**src/include/pin_mode_pkg.sv**
```systemverilog
// shared types, constants and helpers for the converter pin-mode decode block
package pin_mode_pkg;

  // resolved level of a three-level strap pin
  typedef enum logic [1:0] {LVL_LOW, LVL_MID, LVL_HIGH} level_t;

  // calibration sequencer states
  typedef enum logic [1:0] {ST_STRAP, ST_POWERUP, ST_IDLE, ST_CALIBRATE} cal_state_t;

  // width of every cycle counter in the block
  localparam int unsigned CNT_W = 13;

  // full-scale code width and the two pin-selected codes
  localparam int unsigned FS_W = 9;
  localparam logic [8:0] FS_CODE_REDUCED = 9'h0C0;
  localparam logic [8:0] FS_CODE_HIGHER = 9'h1FF;
  localparam logic [8:0] FS_ADJUST_RESET = 9'h100;

  // timing figures, all counted in clock_in cycles
  localparam logic [12:0] CAL_LOW_MIN_CYC = 13'h0050;
  localparam logic [12:0] CAL_HIGH_MIN_CYC = 13'h0050;
  localparam logic [12:0] POWERUP_SHORT_CYC = 13'h0100;
  localparam logic [12:0] POWERUP_LONG_CYC = 13'h1000;
  localparam logic [12:0] CAL_RUN_CYC = 13'h0578;
  localparam logic [12:0] CNT_ZERO = 13'h0000;
  localparam logic [12:0] CNT_ONE = 13'h0001;

  // two threshold comparators into one level; both set is a pad fault, read as mid
  function automatic level_t resolve_level(input logic above_hi, input logic below_lo);
    level_t lvl;
    lvl = LVL_MID;
    if (above_hi && !below_lo) begin
      lvl = LVL_HIGH;
    end else if (below_lo && !above_hi) begin
      lvl = LVL_LOW;
    end
    return lvl;
  endfunction : resolve_level

  // saturating increment for run-length counters
  function automatic logic [12:0] sat_inc(input logic [12:0] v);
    return (v == 13'h1FFF) ? v : v + 13'h0001;
  endfunction : sat_inc

endpackage : pin_mode_pkg

```
**src/core/level_resolver.sv**
```systemverilog
// three-level strap resolver for the range-select pin
`timescale 1ns/1ns
`default_nettype none
module level_resolver (
  // clock and reset
  input wire logic clock_in,
  input wire logic sys_rst_in,
  // pad comparator outputs
  input wire logic above_hi_in,
  input wire logic below_lo_in,
  // resolved level
  output pin_mode_pkg::level_t level_out
);

  // combinational resolution, used once here
  pin_mode_pkg::level_t level_nxt;
  assign level_nxt = pin_mode_pkg::resolve_level(above_hi_in, below_lo_in);

  // registered so the decode never sees a comparator glitch mid-cycle
  always_ff @(posedge clock_in) begin
    if (sys_rst_in) begin
      level_out <= pin_mode_pkg::LVL_MID;
    end else begin
      level_out <= level_nxt;
    end
  end

endmodule : level_resolver
`default_nettype wire

```
**src/core/cycle_counter.sv**
```systemverilog
// loadable down counter with a one-cycle done pulse
`timescale 1ns/1ns
`default_nettype none
module cycle_counter (
  // clock and reset
  input wire logic clock_in,
  input wire logic sys_rst_in,
  // load request and count
  input wire logic load_in,
  input wire logic [12:0] load_value_in,
  // status
  output logic busy_out,
  output logic done_out
);

  logic [12:0] count_r; // cycles still to run
  logic [12:0] count_nxt;

  // load wins over counting; idle at zero
  assign count_nxt = load_in ? load_value_in :
                     (count_r != pin_mode_pkg::CNT_ZERO) ? count_r - pin_mode_pkg::CNT_ONE :
                     count_r;

  assign busy_out = (count_r != pin_mode_pkg::CNT_ZERO);

  // count register and done pulse the cycle after the last counted cycle
  always_ff @(posedge clock_in) begin
    if (sys_rst_in) begin
      count_r <= pin_mode_pkg::CNT_ZERO;
      done_out <= 1'b0;
    end else begin
      count_r <= count_nxt;
      done_out <= !load_in && (count_r == pin_mode_pkg::CNT_ONE);
    end
  end

endmodule : cycle_counter
`default_nettype wire

```
**src/core/adc_pin_mode_decode.sv**
```systemverilog
// strap decode, calibration sequencing and sample edge for a dual converter
//
// Notes on behaviour
// RQ1 - range pin usable only when both mode pins high
// RQ2 - range pin low selects reduced full scale
// RQ3 - range pin high selects higher full scale
// RQ4 - range pin mid-level enables extended control
// RQ5 - primary extended enable overrides alternate enable
// RQ6 - clock-reset mode low: range pin is negative leg
// RQ7 - differential reset mode defaults to higher range
// RQ8 - valid range level, primary high: delay select
// RQ9 - floating range, primary low: serial chip select
// RQ10 - chip-select configuration forces calibration delay zero
// RQ11 - sample on falling edge of clock positive leg
// RQ12 - extended mode takes range from adjust register
// RQ13 - initiate low then high starts calibration
// RQ14 - running output high throughout calibration
// RQ15 - range pin resolves to exactly three levels
`timescale 1ns/1ns
`default_nettype none
module adc_pin_mode_decode (
  // clock and reset
  input wire logic clock_in,
  input wire logic sys_rst_in,
  // range-select pin, seen through two pad comparators
  input wire logic full_scale_select_above_in,
  input wire logic full_scale_select_below_in,
  // mode straps; a floating pad reads high through its pull-up
  input wire logic extended_enable_n_in,
  input wire logic output_clock_reset_mode_in,
  // delay-select / chip-select pin
  input wire logic calibration_delay_select_in,
  // calibration initiate pin
  input wire logic calibration_initiate_in,
  // positive leg of the input clock, sampled as a level
  input wire logic input_clock_p_in,
  // full-scale adjust value from the control register bank
  input wire logic [8:0] full_scale_adjust_in,
  // decoded modes
  output logic extended_mode_out,
  output logic alternate_extended_enable_out,
  output logic output_clock_reset_diff_out,
  output logic output_clock_reset_neg_out,
  // delay-select pin functions
  output logic serial_chip_select_enable_out,
  output logic serial_chip_select_out,
  output logic calibration_delay_long_out,
  // full-scale range
  output logic [8:0] full_scale_code_out,
  output logic full_scale_from_register_out,
  // calibration and sampling
  output logic calibration_running_out,
  output logic sample_strobe_out
);

  // ---------------------------------------------------------------
  // range pin level
  // ---------------------------------------------------------------

  pin_mode_pkg::level_t fs_level; // resolved range pin level

  // three distinct states from two comparators [RQ15]
  level_resolver u_level (
    .clock_in(clock_in),
    .sys_rst_in(sys_rst_in),
    .above_hi_in(full_scale_select_above_in),
    .below_lo_in(full_scale_select_below_in),
    .level_out(fs_level)
  );

  wire fs_low = (fs_level == pin_mode_pkg::LVL_LOW);
  wire fs_high = (fs_level == pin_mode_pkg::LVL_HIGH);
  wire fs_mid = (fs_level == pin_mode_pkg::LVL_MID);

  // ---------------------------------------------------------------
  // mode decode, all continuous
  // ---------------------------------------------------------------

  // low on the clock-reset mode pin turns the range pin into a clock leg [RQ6]
  wire diff_mode = !output_clock_reset_mode_in;

  // range pin owns its function only with both straps high [RQ1]
  wire pin_range_use = extended_enable_n_in && output_clock_reset_mode_in;

  // alternate enable: mid-level or floating range pin [RQ4]
  wire alt_enable = pin_range_use && fs_mid;

  // primary enable wins whatever the range pin says [RQ5]
  wire ext_mode = !extended_enable_n_in || alt_enable;

  // delay pin is chip select exactly when extended control is on [RQ9]
  wire scs_function = ext_mode;

  // long delay only in the calibration-delay configuration [RQ8] [RQ10]
  wire delay_long = !scs_function && calibration_delay_select_in;

  // full-scale choice, one source per combination [RQ2] [RQ3] [RQ7] [RQ12]
  wire [8:0] fs_code = ext_mode ? full_scale_adjust_in :
                       diff_mode ? pin_mode_pkg::FS_CODE_HIGHER :
                       fs_low ? pin_mode_pkg::FS_CODE_REDUCED :
                       pin_mode_pkg::FS_CODE_HIGHER;

  // negative clock-reset leg: the pin's own low/high state, only in diff mode
  wire neg_leg = diff_mode && !fs_low;

  // ---------------------------------------------------------------
  // registered mode outputs
  // ---------------------------------------------------------------

  // every decoded output leaves through a flop
  always_ff @(posedge clock_in) begin
    if (sys_rst_in) begin
      extended_mode_out <= 1'b0;
      alternate_extended_enable_out <= 1'b0;
      output_clock_reset_diff_out <= 1'b0;
      output_clock_reset_neg_out <= 1'b0;
      serial_chip_select_enable_out <= 1'b0;
      serial_chip_select_out <= 1'b0;
      calibration_delay_long_out <= 1'b0;
      full_scale_code_out <= pin_mode_pkg::FS_CODE_HIGHER;
      full_scale_from_register_out <= 1'b0;
    end else begin
      extended_mode_out <= ext_mode;
      alternate_extended_enable_out <= alt_enable;
      output_clock_reset_diff_out <= diff_mode;
      output_clock_reset_neg_out <= neg_leg; // [RQ6]
      serial_chip_select_enable_out <= scs_function;
      // chip select passes only in its own function
      serial_chip_select_out <= scs_function && calibration_delay_select_in; // [RQ9]
      calibration_delay_long_out <= delay_long;
      full_scale_code_out <= fs_code;
      full_scale_from_register_out <= ext_mode; // [RQ12]
    end
  end

  // ---------------------------------------------------------------
  // sample edge
  // ---------------------------------------------------------------

  logic clk_p_prev_r; // previous level of the clock positive leg

  // falling edge of the positive leg marks the sample instant [RQ11]
  always_ff @(posedge clock_in) begin
    if (sys_rst_in) begin
      clk_p_prev_r <= 1'b0;
      sample_strobe_out <= 1'b0;
    end else begin
      clk_p_prev_r <= input_clock_p_in;
      sample_strobe_out <= clk_p_prev_r && !input_clock_p_in; // [RQ11]
    end
  end

  // ---------------------------------------------------------------
  // calibration initiate qualifier
  // ---------------------------------------------------------------

  logic [12:0] low_run_r; // consecutive low cycles on the initiate pin
  logic [12:0] high_run_r; // consecutive high cycles after a long enough low
  logic armed_r; // a qualifying low period has been seen
  pin_mode_pkg::cal_state_t state_r;
  pin_mode_pkg::cal_state_t state_nxt;

  wire low_done = (low_run_r >= pin_mode_pkg::CAL_LOW_MIN_CYC);
  wire high_done = armed_r && (high_run_r >= pin_mode_pkg::CAL_HIGH_MIN_CYC);
  // a request waits for idle rather than being dropped mid-sequence
  wire cal_trigger = high_done && (state_r == pin_mode_pkg::ST_IDLE);

  // run-length counters; a fresh low period re-arms, the set wins over the clear
  always_ff @(posedge clock_in) begin
    if (sys_rst_in) begin
      low_run_r <= pin_mode_pkg::CNT_ZERO;
      high_run_r <= pin_mode_pkg::CNT_ZERO;
      armed_r <= 1'b0;
    end else begin
      low_run_r <= calibration_initiate_in ? pin_mode_pkg::CNT_ZERO :
                   pin_mode_pkg::sat_inc(low_run_r);
      high_run_r <= (calibration_initiate_in && armed_r) ?
                    pin_mode_pkg::sat_inc(high_run_r) : pin_mode_pkg::CNT_ZERO;
      if (low_done) begin
        armed_r <= 1'b1; // [RQ13]
      end else if (cal_trigger) begin
        armed_r <= 1'b0;
      end
    end
  end

  // ---------------------------------------------------------------
  // calibration sequencer
  // ---------------------------------------------------------------

  logic timer_load;
  logic [12:0] timer_value;
  logic timer_busy;
  logic timer_done;
  logic strap_wait_r; // range level still shows its reset value
  logic [12:0] run_len_r; // cycles the running flag has stood high

  // one timer serves the power-up wait and the calibration run
  cycle_counter u_timer (
    .clock_in(clock_in),
    .sys_rst_in(sys_rst_in),
    .load_in(timer_load),
    .load_value_in(timer_value),
    .busy_out(timer_busy),
    .done_out(timer_done)
  );

  // next state and timer load
  always_comb begin
    state_nxt = state_r;
    timer_load = 1'b0;
    timer_value = pin_mode_pkg::CAL_RUN_CYC;
    unique case (state_r)
      // straps caught only once the resolver left its reset level, else mid fakes ext mode
      pin_mode_pkg::ST_STRAP: begin
        if (!strap_wait_r) begin
          timer_load = 1'b1;
          timer_value = delay_long ? pin_mode_pkg::POWERUP_LONG_CYC :
                        pin_mode_pkg::POWERUP_SHORT_CYC; // [RQ8] [RQ10]
          state_nxt = pin_mode_pkg::ST_POWERUP;
        end
      end
      // power-up wait, then the first calibration
      pin_mode_pkg::ST_POWERUP: begin
        if (timer_done) begin
          timer_load = 1'b1;
          state_nxt = pin_mode_pkg::ST_CALIBRATE;
        end
      end
      // waiting for an initiate request
      pin_mode_pkg::ST_IDLE: begin
        if (cal_trigger) begin
          timer_load = 1'b1; // [RQ13]
          state_nxt = pin_mode_pkg::ST_CALIBRATE;
        end
      end
      // calibration in progress
      pin_mode_pkg::ST_CALIBRATE: begin
        if (timer_done) begin
          state_nxt = pin_mode_pkg::ST_IDLE;
        end
      end
    endcase
  end

  // state register and running flag
  always_ff @(posedge clock_in) begin
    if (sys_rst_in) begin
      state_r <= pin_mode_pkg::ST_STRAP;
      calibration_running_out <= 1'b0;
      strap_wait_r <= 1'b1;
      run_len_r <= pin_mode_pkg::CNT_ZERO;
    end else begin
      state_r <= state_nxt;
      calibration_running_out <= (state_nxt == pin_mode_pkg::ST_CALIBRATE); // [RQ14]
      strap_wait_r <= 1'b0;
      // helper for the run-length check; too long for a delay range
      run_len_r <= calibration_running_out ? pin_mode_pkg::sat_inc(run_len_r) :
                   pin_mode_pkg::CNT_ZERO;
    end
  end

  // ---------------------------------------------------------------
  // checks
  // ---------------------------------------------------------------

  // reduced range follows a low range pin in pin mode
  range_low_a: assert property (@(posedge clock_in) disable iff (sys_rst_in) // [RQ2]
    (pin_range_use && fs_low) |=> (full_scale_code_out == pin_mode_pkg::FS_CODE_REDUCED))
    else $error("low range pin did not give reduced range");

  // higher range follows a high range pin in pin mode
  range_high_a: assert property (@(posedge clock_in) disable iff (sys_rst_in) // [RQ3]
    (pin_range_use && fs_high) |=> (full_scale_code_out == pin_mode_pkg::FS_CODE_HIGHER))
    else $error("high range pin did not give higher range");

  // mid-level pin with both straps high turns on extended control
  alt_enable_a: assert property (@(posedge clock_in) disable iff (sys_rst_in) // [RQ4]
    (extended_enable_n_in && output_clock_reset_mode_in && fs_mid)
    |=> (extended_mode_out && alternate_extended_enable_out))
    else $error("mid-level range pin did not enable extended control");

  // primary enable forces extended mode whatever the range pin
  primary_wins_a: assert property (@(posedge clock_in) disable iff (sys_rst_in) // [RQ5]
    !extended_enable_n_in |=> (extended_mode_out && serial_chip_select_enable_out))
    else $error("primary enable was overridden");

  // differential reset mode: no alternate enable, higher range unless extended
  diff_default_a: assert property (@(posedge clock_in) disable iff (sys_rst_in) // [RQ7]
    (!output_clock_reset_mode_in && extended_enable_n_in)
    |=> (!alternate_extended_enable_out && output_clock_reset_diff_out
         && full_scale_code_out == pin_mode_pkg::FS_CODE_HIGHER))
    else $error("differential reset mode did not default to higher range");

  // straps qualify the range pin only when both are high
  range_gate_a: assert property (@(posedge clock_in) disable iff (sys_rst_in) // [RQ1]
    (!extended_enable_n_in || !output_clock_reset_mode_in) |=> !alternate_extended_enable_out)
    else $error("range pin acted with a mode strap low");

  // chip-select configuration never reports a long delay
  delay_zero_a: assert property (@(posedge clock_in) disable iff (sys_rst_in) // [RQ10]
    serial_chip_select_enable_out |-> !calibration_delay_long_out)
    else $error("long delay shown in chip-select configuration");

  // extended mode passes the adjust register through
  adjust_path_a: assert property (@(posedge clock_in) disable iff (sys_rst_in) // [RQ12]
    ext_mode |=> (full_scale_code_out == $past(full_scale_adjust_in)))
    else $error("full-scale code not taken from adjust register");

  // strobe exactly one cycle after a falling positive-leg edge
  sample_edge_a: assert property (@(posedge clock_in) disable iff (sys_rst_in) // [RQ11]
    $fell(input_clock_p_in) |=> sample_strobe_out ##1 !sample_strobe_out)
    else $error("sample strobe missed the falling edge");

  // a qualified initiate in idle starts calibration next cycle
  cal_start_a: assert property (@(posedge clock_in) disable iff (sys_rst_in) // [RQ13]
    cal_trigger |=> calibration_running_out)
    else $error("calibration did not start after initiate");

  // the running flag tracks the sequencer state
  running_flag_a: assert property (@(posedge clock_in) disable iff (sys_rst_in) // [RQ14]
    calibration_running_out == (state_r == pin_mode_pkg::ST_CALIBRATE))
    else $error("running flag disagrees with calibration state");

  // a calibration run ends within its length
  cal_end_a: assert property (@(posedge clock_in) disable iff (sys_rst_in) // [RQ14]
    calibration_running_out |-> (run_len_r <= pin_mode_pkg::CAL_RUN_CYC))
    else $error("calibration ran past its length");

  // a timed state always has the timer running or just finished
  timer_span_a: assert property (@(posedge clock_in) disable iff (sys_rst_in) // [RQ14]
    (state_r == pin_mode_pkg::ST_POWERUP || state_r == pin_mode_pkg::ST_CALIBRATE)
    |-> (timer_busy || timer_done))
    else $error("timer idle while a timed state waits");

  // exactly one of the three range levels at any time
  three_level_a: assert property (@(posedge clock_in) disable iff (sys_rst_in) // [RQ15]
    $onehot({fs_low, fs_mid, fs_high}))
    else $error("range pin level not uniquely resolved");

endmodule : adc_pin_mode_decode
`default_nettype wire

```
**config.mk**
```make
export PLATFORM = sky130hd
export DESIGN_NAME = adc_pin_mode_decode
export DESIGN_NICKNAME = d
export VERILOG_FILES = /design/src/include/pin_mode_pkg.sv /design/src/core/level_resolver.sv /design/src/core/cycle_counter.sv /design/src/core/adc_pin_mode_decode.sv
export SDC_FILE = /design/constraint.sdc
export NUM_CORES = 1
export LEC_CHECK = 0
export BUFFER_PORTS_ARGS = -buffer_cell sky130_fd_sc_hd__buf_2
export CAP_MARGIN = 40
export CORE_ASPECT_RATIO = 0.8
export CORE_MARGIN = 2
export CORE_UTILIZATION = 38
export CTS_CLUSTER_SIZE = 28
export DETAILED_ROUTE_END_ITERATION = 6
export SLEW_MARGIN = 10
export SYNTH_ARGS = -nofsm -noshare
export SYNTH_HDL_FRONTEND = slang
export SYNTH_SLANG_ARGS = --single-unit
```
**constraint.sdc**
```tcl
create_clock -name clock_in -period 2 [get_ports clock_in]
set_input_delay 0.4 -clock clock_in [delete_from_list [all_inputs] [get_ports clock_in]]
set_output_delay 0.4 -clock clock_in [all_outputs]
set_load 0.005 [all_outputs]
```
-- After elaboration in Yosys (flattened, before gate mapping)
Index checks and enable logic that the tools add are counted.
W data, S select, Z words.
- bits in registers: 64
- input port bits: 18
- output and inout bits: 19
- word-level logic and storage cells: 82
- add/subtract/negate cells: 3
- magnitude comparators: 2
- equal/unequal tests: 8
- mux-type cells: 22
- bitwise gates (word level): 1
- reduce and logical (&&, ||, !) cells: 28
- operators by type and width (kind ; number):
    $mux W13 ; 5
    $mux W9 ; 3
    $add A13 B1 Y13 const B ; 2
    $eq A13 B13 Y1 const B ; 2
    $ge A13 B7 Y1 const B ; 2
    $eq A13 B1 Y1 const B ; 1
    $reduce_bool A13 Y1 ; 1
    $sub A13 B1 Y13 const B ; 1
    $logic_and A1 B1 Y1 ; 12
    $mux W2 ; 5
    $logic_not A1 Y1 ; 8
    $pmux W2 S4 ; 1
    $mux W1 ; 7
    $eq A2 B2 Y1 const B ; 3
    $eq A2 B1 Y1 const B ; 2
    $logic_not A2 Y1 ; 2
    $reduce_bool A2 Y1 ; 2
    $reduce_or A2 Y1 ; 2
    $pmux W1 S3 ; 1
    $logic_or A1 B1 Y1 ; 1
    $not A1 Y1 ; 1

-- Logic depth before layout (Yosys ltp)
- depth in word-level cells: 9
- mapped depth: 6
- mapped depth without buffers: 6

-- Cells and area by module
Synthesis repeated with hierarchy kept, for this count alone.
- cell total of the unflattened synthesis: 323
- area total of the unflattened synthesis: 2921.6 µm²
- by module, submodules not included (module ; times used ; cells an instance ; area an instance (µm²) ; seq. area each (µm²)):
    adc_pin_mode_decode ; 1 ; 223 ; 2030.7 ; 960.9
    cycle_counter ; 1 ; 94 ; 819.5 ; 280.3
    level_resolver ; 1 ; 6 ; 71.3 ; 40.0

-- Least setup slack after synthesis
No wires, ideal clock.
- path kind: reg-to-reg
- start point: reg u_timer.count_r[2]
- end point: reg u_timer.count_r[11]
- library setup time: 0.073 ns
- arrival: 1.685 ns
- data required time: 1.927 ns
- setup slack: 0.243 ns
- stages on the path, launching flop included: 5
- path buffers: 0
- period minus slack after synthesis: 1.757 ns
- path through: dfxtp_1 -> or4_4 -> a2111o_1 -> or3_1 -> a21oi_1
- word-level cells in the longest chain between the ends: 3
- elaborated cells on any way between the ends: 5
- classes of those cells: add/sub (1); mux (2); reduce/logical (2)
- ends and longest elaborated chain (what ; line ; source):
    start: declaration ; cycle_counter.sv:16 ; logic [12:0] count_r;
    start signal: assignment ; cycle_counter.sv:29 ; count_r <= pin_mode_pkg::CNT_ZERO;
    start signal: assignment ; cycle_counter.sv:32 ; count_r <= count_nxt;
    $sub A13 B1 Y13 ; cycle_counter.sv:21 ; (count_r != pin_mode_pkg::CNT_ZERO) ? count_r - pin_mode_pkg::CNT_ONE :
    $mux W13 ; cycle_counter.sv:21 ;
    $mux W13 ; cycle_counter.sv:20 ; assign count_nxt = load_in ? load_value_in :
Several ways; a longest one is shown, not always the timed one. The select of a mux whose other input is x is not followed.
A chain may end at the register's enable or synchronous reset.

-- Final worst setup path
Ends and elaborated chain as after synthesis.

==> impl_results.md <==
* Status: complete, no violations
* Syn Area/Cell at a little under 9 µm²
* Pre-Repair DR Iteration Count at 4
* Vias at roughly 2,400
* Clk_lat worst skew at about 0.33 ns
* Number of global-route vias before repair at 2,123
* WHS at 0.235 ns
* Die Wd at between 100 and 150 µm
* Crit-path max FO at 6
* Via density at between 5 and 6
* Grt ovf at 0
* Data arrival, critical path at ~2.1 ns
* Dominant cell type by area after synthesis: dfxtp_1
* Antenna fix cells at 0
* Root buf cell: clkbuf_8
* Final Util at between 40% and 50%
* Register clock-pin slew on the reported worst setup and hold paths at 0.07 ns
* Async set-reset flop share out of synthesis at 0%
* Pwr Total at about 3.6 mW
* Final Worst Setup Slack at 0.135 ns
* Mapped Cells at 320
* CTS tree: done
* Top delay family on crit path: simple AND/OR/NAND/NOR gates
* CP Cell Sequence: or4_4 > a2111o_1 > or3_1 > a21oi_1
* Max Cap Viol at 0
* Largest net degree at the start of global routing at 20
* GRT Overall Usage at 15.0%
* Seq/Total Area, Yosys at roughly 45%
* Worst setup EP type: flop
* Synthesized flop and latch total at 64
* Rows at 28
* Most common cell in the netlist: dfxtp_1
* Top cells by count, synth: dfxtp_1 (64), nor2_1 (26), a21oi_1 (21)
* DR WL/cell at approximately 12 µm
* Post-synth EDFFs at 0
* Cell Pwr Density at roughly 1100 nW/µm²
* TritonCTS Buffers at 9
* DP Wirelength at slightly above 4 mm
* Min Tclk post-route at roughly 1.9 ns
* Dpl ws at 0.158 ns
* First-pass GRT wire length at 9.57 mm
* Post-route DRC at 0
* Starting density of the core at slightly below 40%
* Die Y-Extent at roughly 80 µm
* Slowest cell on crit path: or4_4
* Ys flop type: dfxtp_1
* Post-synth top area share at between 40 and 50%
* Final Hold Viols at 0
* Port bufs at 36
* Mapped Nets at about 350
* CP Class: reg2reg
* Hold Buf Count CTS at 0
* Final TNS setup at 0 ns
* Initial detailed-routing violation count at 72
* Clock Tree Buf Depth at 2
* WP data required at between 2 and 2.5 ns
* Post-Syn Area at 2820 µm²
* Placeable Area at approximately 7300 µm²
* Min-delay worst type: in2reg
* Worst Path Buf+Inv at 0
* Initial antenna violation count at 0
* Post-Place Cells at approximately 440
* Clk_skew at approximately 0.0087 ns
* Slew HR at about 69%
* DP Area at 3110 µm²
* RePlAce Congestion at around 0.84
* Layout area overhead at 18.5%
* Measured slew at the worst slew-check pin at roughly 0.47 ns
* CTS H-tree depth at 3
* Dominant cells by area after synthesis: dfxtp_1 (45%), a21oi_1 (3.7%), nor2_1 (3.5%)
* Tcrit/Tclk final at around 93%
* Detail Route Antenna Nets at 0
* Leak at around 1.3 nW
* Clk sinks at 64
* DRT Wirelength at 5.69 mm
* Critical Path Source Type: flop
* Share of cells above drive strength 1 at 18.3%
* Setup bufs post-CTS at 0
* Worst vdd ir at around 0.00044 V
* CTS resizes at 0
* Fin cells at 457
* Unique masters post-synth at 42
* FMAX at ~540 MHz
* Max incr delay on CP at ~0.58 ns
* Unrepaired setup endpoints after global routing: no
* Final net count at 387
* YS warnings at 0
* Die ar. at 8130 µm²
* Slew Viols, Final at 0
* Setup violations, final at 0
* # IOs at 37
* Fin area at 3340 µm²
[path summary, 6_finish.rpt]
| kind | from | endpoint | slack, ns | cells after the start |
|---|---|---|---|---|
| worst max-delay path | u_timer.count_r[2] | u_timer.count_r[11] | 0.13 | 4 |
| worst min register to register | u_level.level_out[0] | output_clock_reset_neg_out | 0.46 | 1 |
| worst max register to register | u_timer.count_r[2] | u_timer.count_r[11] | 0.13 | 4 |
| worst min-delay path | input_clock_p_in | sample_strobe_out | 0.24 | 2 |
[state kept, by name, summed over array words and instances (netlist names), 2 cells and up]
signal	flops
state_r	2
u_level.level_out	2
u_timer.count_r	13
full_scale_code_out	9
low_run_r	13
high_run_r	13
[worst reg2reg max path, stage by stage (launching register included)]
cell	delay, ns
dfxtp_1	0.35
or4_4	0.58
a2111o_1	0.41
or3_1	0.32
a21oi_1	0.14
[cell families after synthesis]
logic type / count (synthesis) / share of synthesized area, %
muxes: 7 / 2.49
DFF: 64 / 45.5
adders and majority gates: 7 / 3.11
xor gates and xnor gates: 11 / 3.42
AOI/OAI and AO/OA: 72 / 16.1
and+or+nand+nor: 136 / 26.1
buffers and inverters: 23 / 3.33
[where the power goes]
group	total [mW]	internal, mW	switching, mW
clock network	1.26	0.773	0.487
registers	1.50	1.39	0.110
logic	0.796	0.387	0.410
total	3.55	2.55	1.01
[routing by layer]
layer,vias up,track usage (%),part of all wire [%]
li1,1248,-,-
met5,-,0,0
met2,72,22.0,42
met1,1078,20.1,50
met3,11,5.51,5.6
met4,0,5.75,1.6
[layout by cell type (no fill, tap or decap), drive strengths merged, types with 5 or more instances in the layout]
master / instances
a21o: 10
a21oi: 21
a31oi: 11
buf: 42
clkbuf: 12
dfxtp: 64
ha: 7
inv: 12
mux2i: 7
nand2: 20
nand3: 14
nand4: 9
nor2: 26
nor3: 13
nor4: 6
o21ai: 15
or2: 6
or3: 11
or4: 6
xnor2: 5
xor2: 6
[area by class of cell]
cell class | instances | area (µm²)
clock buffers | 12 | 155
clock inverters | 4 | 76.3
fillers | 711 | 3950
inverters | 12 | 45.0
multi-input cells | 233 | 1440
flip-flops and latches | 64 | 1280
well taps | 90 | 113
repair buffers | 42 | 225
No activity file was read; power rests on OpenSTA's default activity.
